===== src/include/usmc_defines.svh =====
// Offsets, field positions, reset values and timing counts of the configuration slice.
`ifndef USMC_DEFINES_SVH
`define USMC_DEFINES_SVH
`define USMC_ADDR_MODE    8'h08
`define USMC_ADDR_PAUSE   8'h09
`define USMC_ADDR_EDGE    8'h0a
`define USMC_ADDR_OPT     8'h0b
`define USMC_RST_MODE     8'h40
`define USMC_RST_PAUSE    8'h19
`define USMC_RST_EDGE     8'h01
`define USMC_RST_OPT      8'h73
`define USMC_MODE_MSB     7
`define USMC_MODE_LSB     6
`define USMC_SB_BIT       4
`define USMC_OD_BIT       3
`define USMC_CLK_MSB      1
`define USMC_CLK_LSB      0
`define USMC_OPT_BIT      0
`define USMC_IDX_MEAS     8'h02
`define USMC_IDX_CFG      8'h00
`define USMC_DEV_ADDR     7'h2a
`define USMC_CLK_NS       4
`define USMC_SYS_KHZ      (1000000 / `USMC_CLK_NS)
`define USMC_INTERNAL_CLOCK_RATE_SELECT_KHZ     1024
`define USMC_NCO_INC      ((64'd1024 << 32) / 64'd250000)
`define USMC_STEP_NS      8000
`define USMC_STEP_CYC     ((`USMC_STEP_NS + `USMC_CLK_NS - 1) / `USMC_CLK_NS)
`define USMC_WAKE_NS      4000
`define USMC_WAKE_CYC     ((`USMC_WAKE_NS + `USMC_CLK_NS - 1) / `USMC_CLK_NS)
`define USMC_PAUSE_MIN    2'h3
`endif


===== src/include/usmc_pkg.sv =====
// Types shared by the configuration slice modules.
package usmc_pkg;
  typedef enum logic [1:0] {
    USMC_FREE  = 2'b00,
    USMC_CMD   = 2'b01,
    USMC_TRIG  = 2'b10,
    USMC_GATED = 2'b11
  } usmc_mode_t;
  typedef enum logic [1:0] {
    M_IDLE  = 2'b00,
    M_MEAS  = 2'b01,
    M_PAUSE = 2'b10
  } usmc_meas_t;
  typedef enum logic [2:0] {
    I_IDLE = 3'b000,
    I_ADDR = 3'b001,
    I_AACK = 3'b010,
    I_WR   = 3'b011,
    I_WACK = 3'b100,
    I_RD   = 3'b101,
    I_RACK = 3'b110
  } usmc_i2c_t;
endpackage


===== src/include/usmc_tick_if.sv =====
// Tick bundle between the sequencer and the conversion clock generator.
`timescale 1ns/1ps
interface usmc_tick_if;
  logic [1:0] rate_sel;
  logic       restart;
  logic       conv_tick;
  logic       step_tick;
  modport gen  (input rate_sel, input restart, output conv_tick, output step_tick);
  modport user (output rate_sel, output restart, input conv_tick, input step_tick);
endinterface


===== src/hdl/usmc_cfg.sv =====
// Configuration registers, serial register port and measurement sequencer of the sensor.
`timescale 1ns/1ps
`include "usmc_defines.svh"
// Contract
// - Mode bits 7:6 select four operating modes.
// - Bit 4 set enters standby, clear leaves.
// - Ready again four microseconds after standby clears.
// - Bit 3 picks push-pull or open-drain ready.
// - Open-drain ready held low while measuring.
// - Bits 1:0 pick conversion clock rate.
// - Pause register sets gap, eight microsecond steps.
// - Zero pause still waits three conversion clocks.
// - Gated mode ends after counted trigger falls.
// - Edge count one to 255, zero means one.
// - Option clear: index set only by STOP.
// - Reads start at index, increment per byte.
// - Option set: STOP resets index to default.
// - Option set: written index used after repeated START.
// - Option reserved bits reset 0111001, host writes zeros.
// - Gated conversion time set by trigger pin.
module usmc_cfg #(
  parameter logic [6:0] DEV_ADDR = `USMC_DEV_ADDR
) (
  input  wire logic       clk_sys,
  input  wire logic       rst,
  input  wire logic       sw_rst,
  input  wire logic       scl,
  input  wire logic       sda,
  output logic            sda_pull,
  output logic            sda_oe_n,
  input  wire logic       external_trigger_pin,
  input  wire logic       cmd_start,
  input  wire logic       conv_done,
  input  wire logic       in_measure_state,
  output logic            ready_level,
  output logic            ready_oe_n,
  output logic [1:0]      operating_mode,
  output logic            standby,
  output logic            awake,
  output logic            busy,
  output logic [1:0]      clock_rate,
  output logic [7:0]      pause_interval,
  output logic [7:0]      edge_count,
  output logic [7:0]      read_index
);
  localparam logic [3:0] BYTE_BITS = 4'h8;
  logic scl_lvl, scl_rise, scl_fall, sda_lvl, sda_rise, sda_fall, trig_fall;
  logic i2c_start, i2c_stop, go, meas_end;
  logic [7:0] rd_byte, dflt_idx, ecnt_inc;
  usmc_pkg::usmc_mode_t op_mode;

  usmc_sync u_scl (.clk_sys(clk_sys), .rst(rst), .pin(scl), .level(scl_lvl), .rise(scl_rise), .fall(scl_fall));
  usmc_sync u_sda (.clk_sys(clk_sys), .rst(rst), .pin(sda), .level(sda_lvl), .rise(sda_rise), .fall(sda_fall));
  usmc_sync u_trg (.clk_sys(clk_sys), .rst(rst), .pin(external_trigger_pin), .level(), .rise(), .fall(trig_fall));

  usmc_tick_if tk ();
  usmc_tick_gen u_tick (.clk_sys(clk_sys), .rst(rst), .tk(tk.gen));

  logic [7:0] mode_ff, pause_ff, edge_ff, opt_ff, idx_ff, pend_ff, wp_ff, sh_ff;
  logic [7:0] nxt_mode, nxt_pause, nxt_edge, nxt_opt, nxt_idx, nxt_pend, nxt_wp, nxt_sh;
  logic [3:0] cnt_ff, nxt_cnt;
  logic       rw_ff, first_ff, pend_vld_ff, ack_ff, oe_n_ff;
  logic       nxt_rw, nxt_first, nxt_pend_vld, nxt_ack, nxt_oe_n;
  usmc_pkg::usmc_i2c_t i2c_ff, nxt_i2c;

  assign i2c_start = scl_lvl & sda_fall;
  assign i2c_stop  = scl_lvl & sda_rise;
  assign dflt_idx  = in_measure_state ? `USMC_IDX_MEAS : `USMC_IDX_CFG;

  always_comb begin
    unique case (idx_ff)
      `USMC_ADDR_MODE:  rd_byte = mode_ff;
      `USMC_ADDR_PAUSE: rd_byte = pause_ff;
      `USMC_ADDR_EDGE:  rd_byte = edge_ff;
      `USMC_ADDR_OPT:   rd_byte = opt_ff;
      default:          rd_byte = 8'h00;
    endcase
  end

  always_comb begin
    nxt_mode     = mode_ff;
    nxt_pause    = pause_ff;
    nxt_edge     = edge_ff;
    nxt_opt      = opt_ff;
    nxt_idx      = idx_ff;
    nxt_pend     = pend_ff;
    nxt_wp       = wp_ff;
    nxt_sh       = sh_ff;
    nxt_cnt      = cnt_ff;
    nxt_rw       = rw_ff;
    nxt_first    = first_ff;
    nxt_pend_vld = pend_vld_ff;
    nxt_ack      = ack_ff;
    nxt_oe_n     = oe_n_ff;
    nxt_i2c      = i2c_ff;
    if (i2c_start) begin
      nxt_i2c  = usmc_pkg::I_ADDR;
      nxt_cnt  = 4'h0;
      nxt_oe_n = 1'b1;
      if (opt_ff[`USMC_OPT_BIT] && pend_vld_ff) begin
        nxt_idx = pend_ff;
      end
    end else if (i2c_stop) begin
      nxt_i2c      = usmc_pkg::I_IDLE;
      nxt_oe_n     = 1'b1;
      nxt_pend_vld = 1'b0;
      if (opt_ff[`USMC_OPT_BIT]) begin
        nxt_idx = dflt_idx;
      end else if (pend_vld_ff) begin
        nxt_idx = pend_ff;
      end
    end else if (scl_rise) begin
      if (i2c_ff == usmc_pkg::I_ADDR || i2c_ff == usmc_pkg::I_WR) begin
        nxt_sh  = {sh_ff[6:0], sda_lvl};
        nxt_cnt = cnt_ff + 4'h1;
      end else if (i2c_ff == usmc_pkg::I_RACK) begin
        nxt_ack = sda_lvl;
      end
    end else if (scl_fall) begin
      unique case (i2c_ff)
        usmc_pkg::I_IDLE: nxt_i2c = usmc_pkg::I_IDLE;
        usmc_pkg::I_ADDR: begin
          if (cnt_ff == BYTE_BITS) begin
            if (sh_ff[7:1] == DEV_ADDR) begin
              nxt_i2c  = usmc_pkg::I_AACK;
              nxt_oe_n = 1'b0;
              nxt_rw   = sh_ff[0];
            end else begin
              nxt_i2c = usmc_pkg::I_IDLE;
            end
          end
        end
        usmc_pkg::I_AACK: begin
          nxt_cnt = 4'h0;
          if (rw_ff) begin
            nxt_i2c  = usmc_pkg::I_RD;
            nxt_sh   = rd_byte;
            nxt_oe_n = rd_byte[7];
          end else begin
            nxt_i2c   = usmc_pkg::I_WR;
            nxt_first = 1'b1;
            nxt_oe_n  = 1'b1;
          end
        end
        usmc_pkg::I_WR: begin
          if (cnt_ff == BYTE_BITS) begin
            nxt_i2c  = usmc_pkg::I_WACK;
            nxt_oe_n = 1'b0;
            if (first_ff) begin
              nxt_first    = 1'b0;
              nxt_pend     = sh_ff;
              nxt_wp       = sh_ff;
              nxt_pend_vld = 1'b1;
            end else begin
              nxt_wp = wp_ff + 8'h01;
              // byte writes at 8h to Bh.
              if (wp_ff == `USMC_ADDR_MODE) begin
                nxt_mode = sh_ff;
              end
              if (wp_ff == `USMC_ADDR_PAUSE) begin
                nxt_pause = sh_ff;
              end
              // zero edge count stored as one.
              if (wp_ff == `USMC_ADDR_EDGE) begin
                nxt_edge = (sh_ff == 8'h00) ? 8'h01 : sh_ff;
              end
              // reserved bits keep what host writes.
              if (wp_ff == `USMC_ADDR_OPT) begin
                nxt_opt = sh_ff;
              end
            end
          end
        end
        usmc_pkg::I_WACK: begin
          nxt_i2c  = usmc_pkg::I_WR;
          nxt_cnt  = 4'h0;
          nxt_oe_n = 1'b1;
        end
        usmc_pkg::I_RD: begin
          if (cnt_ff == 4'h7) begin
            nxt_i2c  = usmc_pkg::I_RACK;
            nxt_oe_n = 1'b1;
            nxt_idx  = idx_ff + 8'h01;
          end else begin
            nxt_sh   = {sh_ff[6:0], 1'b0};
            nxt_cnt  = cnt_ff + 4'h1;
            nxt_oe_n = sh_ff[6];
          end
        end
        usmc_pkg::I_RACK: begin
          if (!ack_ff) begin
            nxt_i2c  = usmc_pkg::I_RD;
            nxt_cnt  = 4'h0;
            nxt_sh   = rd_byte;
            nxt_oe_n = rd_byte[7];
          end else begin
            nxt_i2c = usmc_pkg::I_IDLE;
          end
        end
        default: nxt_i2c = usmc_pkg::I_IDLE;
      endcase
    end
    if (sw_rst) begin
      nxt_mode  = `USMC_RST_MODE;
      nxt_pause = `USMC_RST_PAUSE;
      nxt_edge  = `USMC_RST_EDGE;
      nxt_opt   = `USMC_RST_OPT;
    end
  end

  always_ff @(posedge clk_sys) begin
    if (rst) begin
      mode_ff     <= `USMC_RST_MODE;
      pause_ff    <= `USMC_RST_PAUSE;
      edge_ff     <= `USMC_RST_EDGE;
      opt_ff      <= `USMC_RST_OPT;
      idx_ff      <= `USMC_IDX_CFG;
      pend_ff     <= 8'h00;
      wp_ff       <= 8'h00;
      sh_ff       <= 8'h00;
      cnt_ff      <= 4'h0;
      rw_ff       <= 1'b0;
      first_ff    <= 1'b0;
      pend_vld_ff <= 1'b0;
      ack_ff      <= 1'b1;
      oe_n_ff     <= 1'b1;
      i2c_ff      <= usmc_pkg::I_IDLE;
    end else begin
      mode_ff     <= nxt_mode;
      pause_ff    <= nxt_pause;
      edge_ff     <= nxt_edge;
      opt_ff      <= nxt_opt;
      idx_ff      <= nxt_idx;
      pend_ff     <= nxt_pend;
      wp_ff       <= nxt_wp;
      sh_ff       <= nxt_sh;
      cnt_ff      <= nxt_cnt;
      rw_ff       <= nxt_rw;
      first_ff    <= nxt_first;
      pend_vld_ff <= nxt_pend_vld;
      ack_ff      <= nxt_ack;
      oe_n_ff     <= nxt_oe_n;
      i2c_ff      <= nxt_i2c;
    end
  end

  usmc_pkg::usmc_meas_t ms_ff, nxt_ms;
  logic [7:0] ecnt_ff, nxt_ecnt, pcnt_ff, nxt_pcnt;
  logic [1:0] tcnt_ff, nxt_tcnt;
  logic [9:0] wcnt_ff, nxt_wcnt;
  logic       awake_ff, nxt_awake, rdy_lvl_ff, nxt_rdy_lvl, rdy_oe_n_ff, nxt_rdy_oe_n;

  assign op_mode     = usmc_pkg::usmc_mode_t'(mode_ff[`USMC_MODE_MSB:`USMC_MODE_LSB]);
  assign tk.rate_sel = mode_ff[`USMC_CLK_MSB:`USMC_CLK_LSB];
  assign busy        = (ms_ff == usmc_pkg::M_MEAS);
  assign ecnt_inc    = ecnt_ff + 8'h01;
  assign go = awake_ff && (op_mode == usmc_pkg::USMC_FREE || (op_mode == usmc_pkg::USMC_CMD && cmd_start)
              || (op_mode[1] && trig_fall));

  always_comb begin
    nxt_ms     = ms_ff;
    nxt_ecnt   = ecnt_ff;
    nxt_pcnt   = pcnt_ff;
    nxt_tcnt   = tcnt_ff;
    nxt_wcnt   = wcnt_ff;
    nxt_awake  = awake_ff;
    tk.restart = 1'b0;
    meas_end   = 1'b0;
    if (mode_ff[`USMC_SB_BIT]) begin
      nxt_awake = 1'b0;
      nxt_wcnt  = 10'h000;
    end else if (!awake_ff) begin
      if (wcnt_ff == 10'(`USMC_WAKE_CYC - 1)) begin
        nxt_awake = 1'b1;
      end else begin
        nxt_wcnt = wcnt_ff + 10'h001;
      end
    end
    unique case (ms_ff)
      usmc_pkg::M_IDLE: begin
        if (go) begin
          nxt_ms   = usmc_pkg::M_MEAS;
          nxt_ecnt = 8'h00;
        end
      end
      usmc_pkg::M_MEAS: begin
        // gated end comes from the pin.
        if (op_mode == usmc_pkg::USMC_GATED) begin
          if (trig_fall) begin
            nxt_ecnt = ecnt_inc;
            meas_end = (ecnt_inc >= edge_ff);
          end
        end else begin
          meas_end = conv_done;
        end
        if (meas_end) begin
          if (op_mode == usmc_pkg::USMC_CMD) begin
            nxt_ms = usmc_pkg::M_IDLE;
          end else begin
            nxt_ms     = usmc_pkg::M_PAUSE;
            tk.restart = 1'b1;
            nxt_pcnt   = 8'h00;
            nxt_tcnt   = 2'h0;
          end
        end
      end
      usmc_pkg::M_PAUSE: begin
        if (tk.step_tick) begin
          nxt_pcnt = pcnt_ff + 8'h01;
        end
        if (tk.conv_tick && tcnt_ff != `USMC_PAUSE_MIN) begin
          nxt_tcnt = tcnt_ff + 2'h1;
        end
        // zero pause waits three conversion clocks.
        if (pause_ff == 8'h00 ? tcnt_ff == `USMC_PAUSE_MIN : pcnt_ff >= pause_ff) begin
          nxt_ms = usmc_pkg::M_IDLE;
        end
      end
      default: nxt_ms = usmc_pkg::M_IDLE;
    endcase
    if (mode_ff[`USMC_SB_BIT] || !awake_ff) begin
      nxt_ms = usmc_pkg::M_IDLE;
    end
    // open-drain pulls low only while busy.
    nxt_rdy_lvl  = mode_ff[`USMC_OD_BIT] ? 1'b0 : !busy;
    nxt_rdy_oe_n = mode_ff[`USMC_OD_BIT] ? !busy : 1'b0;
  end

  always_ff @(posedge clk_sys) begin
    if (rst) begin
      ms_ff       <= usmc_pkg::M_IDLE;
      ecnt_ff     <= 8'h00;
      pcnt_ff     <= 8'h00;
      tcnt_ff     <= 2'h0;
      wcnt_ff     <= 10'h000;
      awake_ff    <= 1'b0;
      rdy_lvl_ff  <= 1'b1;
      rdy_oe_n_ff <= 1'b0;
    end else begin
      ms_ff       <= nxt_ms;
      ecnt_ff     <= nxt_ecnt;
      pcnt_ff     <= nxt_pcnt;
      tcnt_ff     <= nxt_tcnt;
      wcnt_ff     <= nxt_wcnt;
      awake_ff    <= nxt_awake;
      rdy_lvl_ff  <= nxt_rdy_lvl;
      rdy_oe_n_ff <= nxt_rdy_oe_n;
    end
  end

  assign sda_pull       = 1'b0;
  assign sda_oe_n       = oe_n_ff;
  assign ready_level    = rdy_lvl_ff;
  assign ready_oe_n     = rdy_oe_n_ff;
  assign operating_mode = mode_ff[`USMC_MODE_MSB:`USMC_MODE_LSB];
  assign standby        = mode_ff[`USMC_SB_BIT];
  assign awake          = awake_ff;
  assign clock_rate     = mode_ff[`USMC_CLK_MSB:`USMC_CLK_LSB];
  assign pause_interval = pause_ff;
  assign edge_count     = edge_ff;
  assign read_index     = idx_ff;
endmodule


===== src/hdl/usmc_sync.sv =====
// Two-stage pin synchroniser with edge detection.
`timescale 1ns/1ps
module usmc_sync (
  input  wire logic clk_sys,
  input  wire logic rst,
  input  wire logic pin,
  output logic      level,
  output logic      rise,
  output logic      fall
);
  logic [2:0] s_ff;
  logic [2:0] nxt_s;

  always_comb begin
    nxt_s = {s_ff[1:0], pin};
  end

  always_ff @(posedge clk_sys) begin
    if (rst) begin
      s_ff <= 3'h7;
    end else begin
      s_ff <= nxt_s;
    end
  end

  assign level = s_ff[1];
  assign rise  = s_ff[1] & ~s_ff[2];
  assign fall  = ~s_ff[1] & s_ff[2];
endmodule


===== src/hdl/usmc_tick_gen.sv =====
// Conversion clock enable and pause step enable generator.
`timescale 1ns/1ps
`include "usmc_defines.svh"
module usmc_tick_gen (
  input  wire logic  clk_sys,
  input  wire logic  rst,
  usmc_tick_if.gen   tk
);
  localparam logic [31:0] INC = 32'(`USMC_NCO_INC);
  logic [31:0] acc_ff;
  logic [32:0] nxt_acc;
  logic [10:0] stp_ff;
  logic [10:0] nxt_stp;
  logic        conv_ff;
  logic        nxt_conv;
  logic        step_ff;
  logic        nxt_step;

  always_comb begin
    nxt_acc  = {1'b0, acc_ff} + {1'b0, INC << tk.rate_sel};
    nxt_conv = nxt_acc[32];
    nxt_step = (stp_ff == 11'(`USMC_STEP_CYC - 1));
    nxt_stp  = nxt_step ? 11'h000 : stp_ff + 11'h001;
    if (tk.restart) begin
      nxt_acc  = 33'h0;
      nxt_conv = 1'b0;
      nxt_step = 1'b0;
      nxt_stp  = 11'h000;
    end
  end

  always_ff @(posedge clk_sys) begin
    if (rst) begin
      acc_ff  <= 32'h0;
      stp_ff  <= 11'h000;
      conv_ff <= 1'b0;
      step_ff <= 1'b0;
    end else begin
      acc_ff  <= nxt_acc[31:0];
      stp_ff  <= nxt_stp;
      conv_ff <= nxt_conv;
      step_ff <= nxt_step;
    end
  end

  assign tk.conv_tick = conv_ff;
  assign tk.step_tick = step_ff;
endmodule


===== config.mk =====
export PLATFORM = sky130hd
export DESIGN_NAME = usmc_cfg
export DESIGN_NICKNAME = d
export VERILOG_FILES = /design/src/include/usmc_pkg.sv /design/src/include/usmc_tick_if.sv /design/src/hdl/usmc_cfg.sv /design/src/hdl/usmc_sync.sv /design/src/hdl/usmc_tick_gen.sv
export VERILOG_INCLUDE_DIRS = /design/src /design/src/include
export SDC_FILE = /design/constraint.sdc
export NUM_CORES = 1
export LEC_CHECK = 0
export BUFFER_PORTS_ARGS = -buffer_cell sky130_fd_sc_hd__buf_4
export CAP_MARGIN = 20
export CORE_ASPECT_RATIO = 0.7
export CORE_MARGIN = 2
export CORE_UTILIZATION = 53
export CTS_CLUSTER_DIAMETER = 80
export DETAILED_ROUTE_END_ITERATION = 6
export PLACE_DENSITY = 0.81
export SETUP_SLACK_MARGIN = 0.15
export SLEW_MARGIN = 20
export SYNTH_ARGS = -nofsm -noshare
export SYNTH_HDL_FRONTEND = slang
export SYNTH_SLANG_ARGS = --single-unit

===== constraint.sdc =====
create_clock -name clk_sys -period 6.7 [get_ports clk_sys]
set_input_delay 1.34 -clock clk_sys [delete_from_list [all_inputs] [get_ports clk_sys]]
set_output_delay 1.34 -clock clk_sys [all_outputs]
set_load 0.01 [all_outputs]

==> flow_summary.yaml, run 1 <==
worst_setup_path:
  cp-end-kind: "flip-flop"
  r2r_slack_ps: 3090
  worstSetupStartpointType: "flip-flop"
  critPathKind: "flip-flop to flip-flop"
  cp_max_fo: 9
  required_ps: 7010
  worst_r2r_path_depth: 11
  crit_arrival_ps: 3920
sta:
  worst_pin_slew_ps: 887
  fin_skew_ps: 8.97
  whs_ps: 408
  drv_slew: 0
  rsz0062_at_grt: "false"
  setup_tns_ps: 0
  layout_min_cycle_time_ps: 3610
  relSlewSlack_pct: 40.7
  max_freq_mhz: 277
  period_share_pct: 53.9
  setup_violations: 0
  finalWorstSetupSlack_ps: 3090
  hold_viol: 0
synthesis:
  synth.distinct_cells: 68
  synthCells: 1140
  synth_area_um2: 9010
  synth-adder-area-share_pct: 8.97
  postSynthAreaPerCell_um2: 7.90
  muxShareOfSynthArea_pct: 1.33
  yosys.area_share.simple_pct: 25.2
  seq_area_frac_synth_pct: 36.0
  synth_compound_area_share_pct: 19.9
  synth_top_family_by_area: "simple AND/OR/NAND/NOR gates"
  synth-seq-cells: 162
  syn_nets: 1213
  yosysWarnings: 0
  ys.flop_type: "dfxtp_1"
  synthXorXnorAreaFrac_pct: 3.89
  synth-async-reset-ratio_pct: 0
  synth_edf_count: 0
routing:
  via_per_inst: 6.00
  drt_iter0_markers: 1065
  drc_errors: 0
  vias: 8334
  routedWlPerCell_um: 16.5
  ant_nets: 0
  firstDrtPassIters: 7
  wl_mm: 22.9
grt:
  first_global_vias: 7419
  track_usage_pct: 25.8
  grt_max_degree: 71
  overflow: 0
  antenna_found_initial: 0
  grt_pass1_wl_mm: 38.0
floorplanning:
  dieArea_um2: 18100
  num_rows: 39
  io-pin-count: 44
  start_util_pct: 54.6
  fp.dieW_um: 160
  core_area_um2: 16500
  fp.dieH_um: 113
layout:
  drive_gt1_share_pct: 9.20
  area_growth_pct: 11.2
  register_area_um2: 3240
  multi_input_area_um2: 5350
  fillers: 1488
  diodes: 0
  final_nets: 1223
clock_network:
  clock_path_buffers: 2
  cts_setup_buffers: 0
  clkTransAtPathRegs_ps: 60
  cts_resized: 0
  insertion_delay_ps: 430
  cts_tree: "yes"
  cts_buffers: 17
  cts-htree-levels: 4
  cts_sinks: 162
  root_buffer: "clkbuf_16"
  hold_buffers: 0
pwr:
  ir_drop_v: 0.000144
  p_leak_nw: 3.95
  power_density_nw_per_um2: 249
  power_w: 0.00250
placed_design:
  pre_cts_ws_ps: 3190
  globalplace.congestion: 0.911
  port_buffers: 42
  post-dp-hpwl_mm: 16.4
hold_path:
  hold_path.class: "flip-flop to flip-flop"
  hold_depth: 1
run:
  cap_violations: 0
run_status:
  status: "completed"
[logic make-up after synthesis]
| logic type | count (synthesis) |
|---|---|
| AOI/OAI and AO/OA | 288 |
| xor gates and xnor gates | 40 |
| adders and majority gates | 64 |
| and+or+nand+nor | 469 |
| other | 1 |
| muxes | 12 |
| DFF | 162 |
| buffers and inverters | 104 |
[cells in the final DEF, fill, tap and decap left out, drive strengths merged, types with 25 or more instances in the layout]
cell	netlist	routed
nand3	70	70
buf	12	47
inv	46	47
ha	63	63
dfxtp	162	162
nor3	25	25
nor2	111	111
nand2	129	129
a21oi	121	121
o21ai	51	51
[worst max-delay path: stages, from the launching register on]
cell and delay (ps):
dfxtp_1 500, inv_1 140, ha_1 300, or2_2 320
ha_1 320, nor2b_1 170, o31ai_1 360, a311oi_1 200
a221o_1 440, a21oi_2 390, o21ai_0 190, mux2i_1 150
[layer usage]
| metal | GRT usage [%] | wire [um] | up-vias |
|---|---|---|---|
| li1 | - | - | 4075 |
| met5 | 0 | 0 | - |
| met3 | 6.52 | 2240 | 32 |
| met4 | 5.17 | 274 | 0 |
| met2 | 36.3 | 9200 | 389 |
| met1 | 39.5 | 11200 | 3838 |
[sequential cells by signal, summed over array words and instances (netlist names), 2 cells and up]
name,count
read_index,8
u_tick.acc_ff,31
i2c_ff,3
opt_ff,8
u_trg.s_ff,3
pcnt_ff,8
u_sda.s_ff,3
mode_ff,8
cnt_ff,4
ms_ff,2
u_scl.s_ff,3
u_tick.stp_ff,11
sh_ff,8
wp_ff,8
pend_ff,8
pause_interval,8
edge_count,8
ecnt_ff,8
wcnt_ff,10
tcnt_ff,2
[Yosys cell counts, types with 4 or more instances]
| master | count | area share, % |
|---|---|---|
| xnor2_1 | 16 | 1.6 |
| a211oi_1 | 13 | 1.1 |
| dfxtp_1 | 162 | 36 |
| nand3b_1 | 8 | 0.67 |
| a211o_1 | 5 | 0.49 |
| o31ai_1 | 5 | 0.42 |
| or4_1 | 5 | 0.42 |
| o211a_1 | 4 | 0.44 |
| nand3_1 | 70 | 3.9 |
| o21a_1 | 6 | 0.50 |
| a22oi_1 | 22 | 1.8 |
| buf_4 | 5 | 0.42 |
| mux2i_1 | 12 | 1.3 |
| nand2_1 | 129 | 5.4 |
| nand4_1 | 8 | 0.56 |
| or3_1 | 10 | 0.69 |
| a31oi_1 | 9 | 0.62 |
| xor2_1 | 24 | 2.3 |
| nand2b_1 | 17 | 1.2 |
| a221oi_1 | 5 | 0.49 |
| o21ai_0 | 51 | 2.8 |
| nor3_1 | 24 | 1.3 |
| o211ai_1 | 8 | 0.67 |
| a21o_1 | 12 | 1.0 |
| nor2_1 | 111 | 4.6 |
| nand4b_1 | 4 | 0.39 |
| and3_1 | 22 | 1.5 |
| clkbuf_1 | 43 | 1.8 |
| buf_2 | 6 | 0.33 |
| or2_2 | 18 | 1.3 |
| a21oi_1 | 119 | 6.6 |
| nor4_1 | 10 | 0.69 |
| and2_1 | 9 | 0.62 |
| nor2b_1 | 14 | 0.97 |
| inv_1 | 46 | 1.9 |
| ha_1 | 63 | 8.8 |
[path summary, 6_finish.rpt]
path	startpoint	to
worst min register to register	u_trg.s_ff[0]	u_trg.s_ff[1]
worst min-delay path	u_trg.s_ff[0]	u_trg.s_ff[1]
worst max register to register	mode_ff[1]	u_tick.acc_ff[23]
worst max-delay path	mode_ff[1]	u_tick.acc_ff[23]
[where the power goes]
group / internal, W / switching [W] / total, W
registers: 0.00102 / 0.0000360 / 0.00105
logic: 0.000170 / 0.000242 / 0.000412
clock network: 0.000622 / 0.000410 / 0.00103
[area by class of cell]
| cell class | instances | area share, % |
|---|---|---|
| Timing Repair Buffer | 47 | 3.52 |
| Clock inverter | 14 | 1.86 |
| Inverter | 48 | 1.80 |
| Sequential cell | 162 | 32.4 |
| Multi-Input combinational cell | 874 | 53.4 |
| Clock buffer | 18 | 4.28 |
| Tap cell | 225 | 2.81 |
[per-stage QoR]
stage / std cells / instance area (um2) / utilization (%)
after detailed placement: 1356 / 9400 / 57.0
after global routing: 1388 / 10000 / 60.7
after floorplan: 1140 / 9010 / -
after CTS: 1388 / 10000 / 60.7
final: 1388 / 10000 / 60.7
after global placement: 1356 / 9400 / 57.0
No activity file was read; power rests on OpenSTA's default activity.
==> run 2, diff against run 1 <==
==> constraint.sdc (replaced) <==
create_clock -name clk_sys -period 3.8 [get_ports clk_sys]
set_input_delay 0.76 -clock clk_sys [delete_from_list [all_inputs] [get_ports clk_sys]]
set_output_delay 0.76 -clock clk_sys [all_outputs]
set_load 0.01 [all_outputs]
==> run 2 against run 1 <==
Highest routed layer unchanged. Critical endpoint is now u_tick.acc_ff[29]. Register-to-register slack worse by 2800 ps. Maximum frequency is 3.6% higher. Cell count is 0.43% higher. Clock power is 66% higher. Largest cell class unchanged. Sequential power is 77% higher. Setup slack worse by 2800 ps. Clock skew hardly changed. Sequential cell count stayed put.
==> flow_summary.yaml, run 2 (synthesized netlist as in run 1, its figures left out) <==
run_status:
  status: "completed"
floorplanning:
  fp.dieH_um: 113
  start_util_pct: 54.6
  core_area_um2: 16500
  fp.dieW_um: 160
  io-pin-count: 44
  num_rows: 39
  dieArea_um2: 18100
pwr:
  seqPwrFrac_pct: 43.2
  p_leak_nw: 3.96
  swShare_pct: 28.4
  p_clk_share_pct: 39.7
  combPwrFrac_pct: 17.2
  ir_drop_v: 0.000339
  power_density_nw_per_um2: 428
  switchingPower_w: 0.00122
  intPower_w: 0.00308
layout:
  drive_gt1_share_pct: 9.75
  area_growth_pct: 11.4
  final_nets: 1229
  largest_registers: "u_tick.acc_ff x31, u_tick.stp_ff x11, wcnt_ff x10"
  final_common_cell: "dfxtp_1"
  largest_register_ffs: 31
  regMostFlops: "u_tick.acc_ff"
  final_cell_mix: "dfxtp_1, nand2_1, a21oi_1"
  final_area_um2: 10000
  diodes: 0
  fillers: 1453
sta:
  max_freq_mhz: 287
  hold_viol: 0
  relSlewSlack_pct: 43.4
  setup_violations: 0
  drv_slew: 0
  rsz0062_at_grt: "false"
  worst_pin_slew_ps: 846
  layout_min_cycle_time_ps: 3480
  setup_tns_ps: 0
  period_share_pct: 91.7
  fin_skew_ps: 9.32
grt:
  grt_max_degree: 71
  antenna_found_initial: 0
  grt_pass1_wl_mm: 38.4
  overflow: 0
  track_usage_pct: 26.2
  first_global_vias: 7433
worst_setup_path:
  crit_path_cell_trace: "inv_1 -> ha_1 -> or2_2 -> ha_1 -> nor2b_1 -> o31ai_1 -> a311oi_1 -> a221o_1 -> a21oi_4 -> or4_1 -> nand3_1"
  worst-path-buf-inv: 1
  slowest_delay_ps: 540
  cp_max_fo: 9
  required_ps: 4180
  cp-end-kind: "flip-flop"
  crit_top_cell: "ha_1"
  critPathKind: "flip-flop to flip-flop"
  cp_slowest_cell: "or4_1"
  crit_arrival_ps: 3870
  worstSetupStartpointType: "flip-flop"
  critPathTopFamily: "simple AND/OR/NAND/NOR gates"
clock_network:
  root_buffer: "clkbuf_16"
  insertion_delay_ps: 440
  cts-htree-levels: 4
  clock_path_buffers: 2
  cts_buffers: 17
  cts_tree: "yes"
  cts_resized: 0
  clkTransAtPathRegs_ps: 60
  cts_setup_buffers: 0
  hold_buffers: 0
  cts_sinks: 162
routing:
  vias: 8475
  via_per_inst: 6.08
  routedWlPerCell_um: 16.8
  wl_mm: 23.4
  drt_iter0_markers: 1154
  ant_nets: 0
  firstDrtPassIters: 5
  drc_errors: 0
placed_design:
  globalplace.congestion: 0.931
  place_area_um2: 9450
  port_buffers: 42
  post-dp-hpwl_mm: 16.7
run:
  cap_violations: 0
hold_path:
  hold_path.class: "flip-flop to flip-flop"
run 2: cell count changes in the layout (fill, tap and decap cells not counted), sizes merged:
cell | previous run | this run
buf | 47 | 53
bufinv | 4 | 2
clkbuf | 18 | 19
clkinv | 9 | 8
clkinvlp | 2 | 3
inv | 47 | 48
run 2: layout make-up:
cell class                 count  area [um2]  area share, %
sequential                   162        3240           32.3
timing repair buffer          53         398           3.96
clock inverter                13         134           1.33
clock buffer                  19         443           4.41
multi-input combinational    874        5360           53.4
inverter                      48         180           1.80
tap                          225         282           2.80
run 2: metrics by stage:
step                      util, %  total power [W]  hold WS (ps)  worst slack, ps  instances
after floorplan                 -          0.00244           389              834       1140
after global placement       57.3          0.00258           393              491       1362
after detailed placement     57.3          0.00260           396              327       1362
after CTS                    60.8          0.00429           410              322       1394
after global routing         60.9          0.00448           423              146       1394
final                        60.9          0.00430           409              315       1394
run 2: power by group through the flow:
stage | Clock [W] | Combinational (W) | Sequential (W)
after floorplan | 0 | 0.000580 | 0.00186
after global placement | 0 | 0.000690 | 0.00189
after detailed placement | 0 | 0.000708 | 0.00189
after CTS | 0.00172 | 0.000714 | 0.00185
after global routing | 0.00180 | 0.000817 | 0.00187
final | 0.00171 | 0.000738 | 0.00186
run 2: final timing paths:
path	startpoint	to	slack, ps	cells after the start
worst min register to register	u_scl.s_ff[0]	u_scl.s_ff[1]	410	1
worst max register to register	mode_ff[1]	u_tick.acc_ff[29]	320	11
worst min-delay path	u_scl.s_ff[0]	u_scl.s_ff[1]	410	1
worst max-delay path	mode_ff[1]	u_tick.acc_ff[29]	320	11
run 2: worst reg2reg max path: stages, from the launching register on:
cell and delay (ps):
dfxtp_1 510, inv_1 150, ha_1 220, or2_2 300, ha_1 340, nor2b_1 250
o31ai_1 140, a311oi_1 380, a221o_1 370, a21oi_4 150, or4_1 540, nand3_1 90
run 2: routing by layer:
layer / vias up / routed length, um / global-route usage [%]
li1: 4071 / - / -
met1: 3970 / 11400 / 39.9
met2: 403 / 9280 / 36.4
met3: 31 / 2340 / 6.85
met4: 0 / 357 / 6.79
met5: - / 0 / 0
==> run 3, diff against run 2 <==
--- a/config.mk
+++ b/config.mk
@@ -6,6 +6,7 @@
 export SDC_FILE = /design/constraint.sdc
 export NUM_CORES = 1
 export LEC_CHECK = 0
+export ABC_AREA = 1
 export BUFFER_PORTS_ARGS = -buffer_cell sky130_fd_sc_hd__buf_4
 export CAP_MARGIN = 20
 export CORE_ASPECT_RATIO = 0.7
@@ -13,6 +14,7 @@
 export CORE_UTILIZATION = 53
 export CTS_CLUSTER_DIAMETER = 80
 export DETAILED_ROUTE_END_ITERATION = 6
+export GPL_TIMING_DRIVEN = 1
 export PLACE_DENSITY = 0.81
 export SETUP_SLACK_MARGIN = 0.15
 export SLEW_MARGIN = 20
==> run 3 against run 2 <==
Sequential share of layout area decreased by 1.5 points. Routed wire length increased by 12%. Register-to-register slack improved by 570 ps. Sequential cell count unchanged. Clock skew about the same. Largest power group unchanged. Highest routed layer unchanged.
==> flow_summary.yaml, run 3 <==
routing:
  wl_met1_mm: 13.0
  drc_errors: 0
  via_per_inst: 5.55
  ant_nets: 0
  vias: 9278
  firstDrtPassIters: 6
  route.met3.wl_mm: 3.17
  route.met2.wl_mm: 9.81
  wl_mm: 26.2
  drt_iter0_markers: 1144
  routedWlPerCell_um: 15.7
  dr.max_layer_used: "met4"
pwr:
  power_density_nw_per_um2: 411
  ir_drop_v: 0.000286
  power_w: 0.00432
  p_leak_nw: 4.57
clock_network:
  cts_resized: 0
  cts-htree-levels: 4
  cts_sinks: 162
  clock_path_buffers: 2
  cts_tree: "yes"
  clkTransAtPathRegs_ps: 70
  root_buffer: "clkbuf_16"
  cts_setup_buffers: 0
  hold_buffers: 0
  insertion_delay_ps: 440
  cts_buffers: 17
layout:
  diodes: 0
  largest_registers: "u_tick.acc_ff x31, u_tick.stp_ff x11, wcnt_ff x10"
  regMostFlops: "u_tick.acc_ff"
  final_common_cell: "nand2_1"
  fin_util_pct: 60.7
  area_growth_pct: 11.1
  final_nets: 1500
  drive_gt1_share_pct: 7.92
  final_cell_mix: "nand2_1, inv_1, nor2_1, dfxtp_1, a21oi_1"
  largest_register_ffs: 31
synthesis:
  synth.largest_area_cell: "dfxtp_1"
  synth_edf_count: 0
  synth-async-reset-ratio_pct: 0
  synth_top_area_share_pct: 34.3
  postSynthAreaPerCell_um2: 6.82
  synth_area_um2: 9470
  synthCells: 1389
  synth-seq-cells: 162
  ys_top_cells_by_area: "dfxtp_1, nand2_1, ha_1"
  synth.distinct_cells: 52
  ys.flop_type: "dfxtp_1"
  syn_nets: 1462
  seq_area_frac_synth_pct: 34.3
  yosysWarnings: 0
  synth_commonest_cells: "nand2_1, inv_1, dfxtp_1, nor2_1, a21oi_1"
  yosysMostFrequentCell: "nand2_1"
sta:
  rsz0062_at_grt: "false"
  layout_min_cycle_time_ps: 2920
  max_freq_mhz: 343
  period_share_pct: 76.7
  relSlewSlack_pct: 40.8
  setup_tns_ps: 0
  hold_viol: 0
  setup_violations: 0
  fin_skew_ps: 9.45
  drv_slew: 0
  whs_ps: 410
  worst_pin_slew_ps: 885
  finalWorstSetupSlack_ps: 884
worst_setup_path:
  cp_slowest_cell: "dfxtp_1"
  worst_r2r_path_depth: 17
  required_ps: 4170
  worstSetupStartpointType: "flip-flop"
  worst-path-buf-inv: 2
  slowest_delay_ps: 410
  critPathKind: "flip-flop to flip-flop"
  crit_cells: 17
  crit_path_cell_trace: "nand3_1 -> nand3b_1 -> nand3b_1 -> xnor2_1 -> ha_1 -> nand2_1 -> inv_1 -> nor2_1 -> o21a_1 -> nand2_1 -> nand2_1 -> nand2_1 -> nand2_1 -> nand2_1 -> inv_1 -> nand2_1 -> a21oi_1"
  crit_arrival_ps: 3290
  cp-end-kind: "flip-flop"
  crit_top_cell: "nand2_1"
  cp_max_fo: 11
  critPathTopFamily: "simple AND/OR/NAND/NOR gates"
placed_design:
  pre_cts_ws_ps: 950
  globalplace.congestion: 0.995
  port_buffers: 42
  post-dp-hpwl_mm: 19.7
floorplanning:
  start_util_pct: 54.7
  dieArea_um2: 19000
  fp.dieH_um: 116
  num_rows: 40
  core_area_um2: 17300
  fp.dieW_um: 164
  io-pin-count: 44
grt:
  antenna_found_initial: 0
  grt_max_degree: 41
  overflow: 0
  track_usage_pct: 28.3
  grt_pass1_wl_mm: 41.9
  first_global_vias: 8233
run:
  cap_violations: 0
hold_path:
  hold_path.class: "flip-flop to flip-flop"
  hold_depth: 1
run_status:
  status: "completed"
[run 3: cell count changes in the layout (fill, tap and decap cells not counted), moves of 16 or more]
cell / delta
inv_1: +156
nand2_1: +139
o21ai_0: +56
nor2_1: +51
a21oi_1: +27
a22oi_1: -22
and3_1: -21
nand2b_1: -17
nand4_1: +16
[run 3: cell families after synthesis]
family / count (synthesis) / share of synthesized area [%]
AO/OA/AOI/OAI: 308 / 17.7
XOR/XNOR: 26 / 2.41
AND/OR/NAND/NOR: 592 / 27.2
buffers and inverters: 236 / 9.87
other: 1 / 0.0396
adder cells (fa/ha/maj): 64 / 8.54
flip-flops: 162 / 34.3
[run 3: final timing paths]
kind	start	endpoint	slack, ps
worst min register to register	u_sda.s_ff[0]	u_sda.s_ff[1]	410
worst max-delay path	ecnt_ff[0]	u_tick.stp_ff[2]	880
worst min-delay path	u_sda.s_ff[0]	u_sda.s_ff[1]	410
worst max register to register	ecnt_ff[0]	u_tick.stp_ff[2]	880
[run 3: metrics by stage]
stage | area [um2] | cells
after global routing | 10500 | 1671
final | 10500 | 1671
after detailed placement | 9950 | 1639
after global placement | 9950 | 1639
after floorplan | 9470 | 1389
after CTS | 10500 | 1671
[run 3: layer usage]
metal	up-vias	GRT usage, %
met5	-	0
met4	0	7.31
li1	4631	-
met3	23	9.38
met1	4187	43.6
met2	437	37.0
[run 3: final cells by class]
| class | instances | area, um2 |
|---|---|---|
| clock buffer | 19 | 453 |
| clock inverter | 13 | 113 |
| fill | 1625 | 6800 |
| inverter | 210 | 792 |
| multi-input combinational | 991 | 5290 |
| sequential | 162 | 3240 |
| tap | 231 | 289 |
| timing repair buffer | 45 | 338 |
[run 3: worst register-to-register path, cell delays in order (launching register included)]
cell      delay (ps)
dfxtp_1          410
nand3_1          130
nand3b_1         210
nand3b_1         190
xnor2_1          220
ha_1             290
nand2_1           70
inv_1             30
nor2_1            90
o21a_1           130
nand2_1           60
nand2_1           70
nand2_1           60
nand2_1          150
nand2_1          100
inv_1            170
nand2_1          270
a21oi_1          200
[run 3: power by group]
group,switching (W),internal (W),total (W)
Combinational,0.000531,0.000271,0.000801
Clock,0.000791,0.000894,0.00168
Sequential,0.0000586,0.00178,0.00183
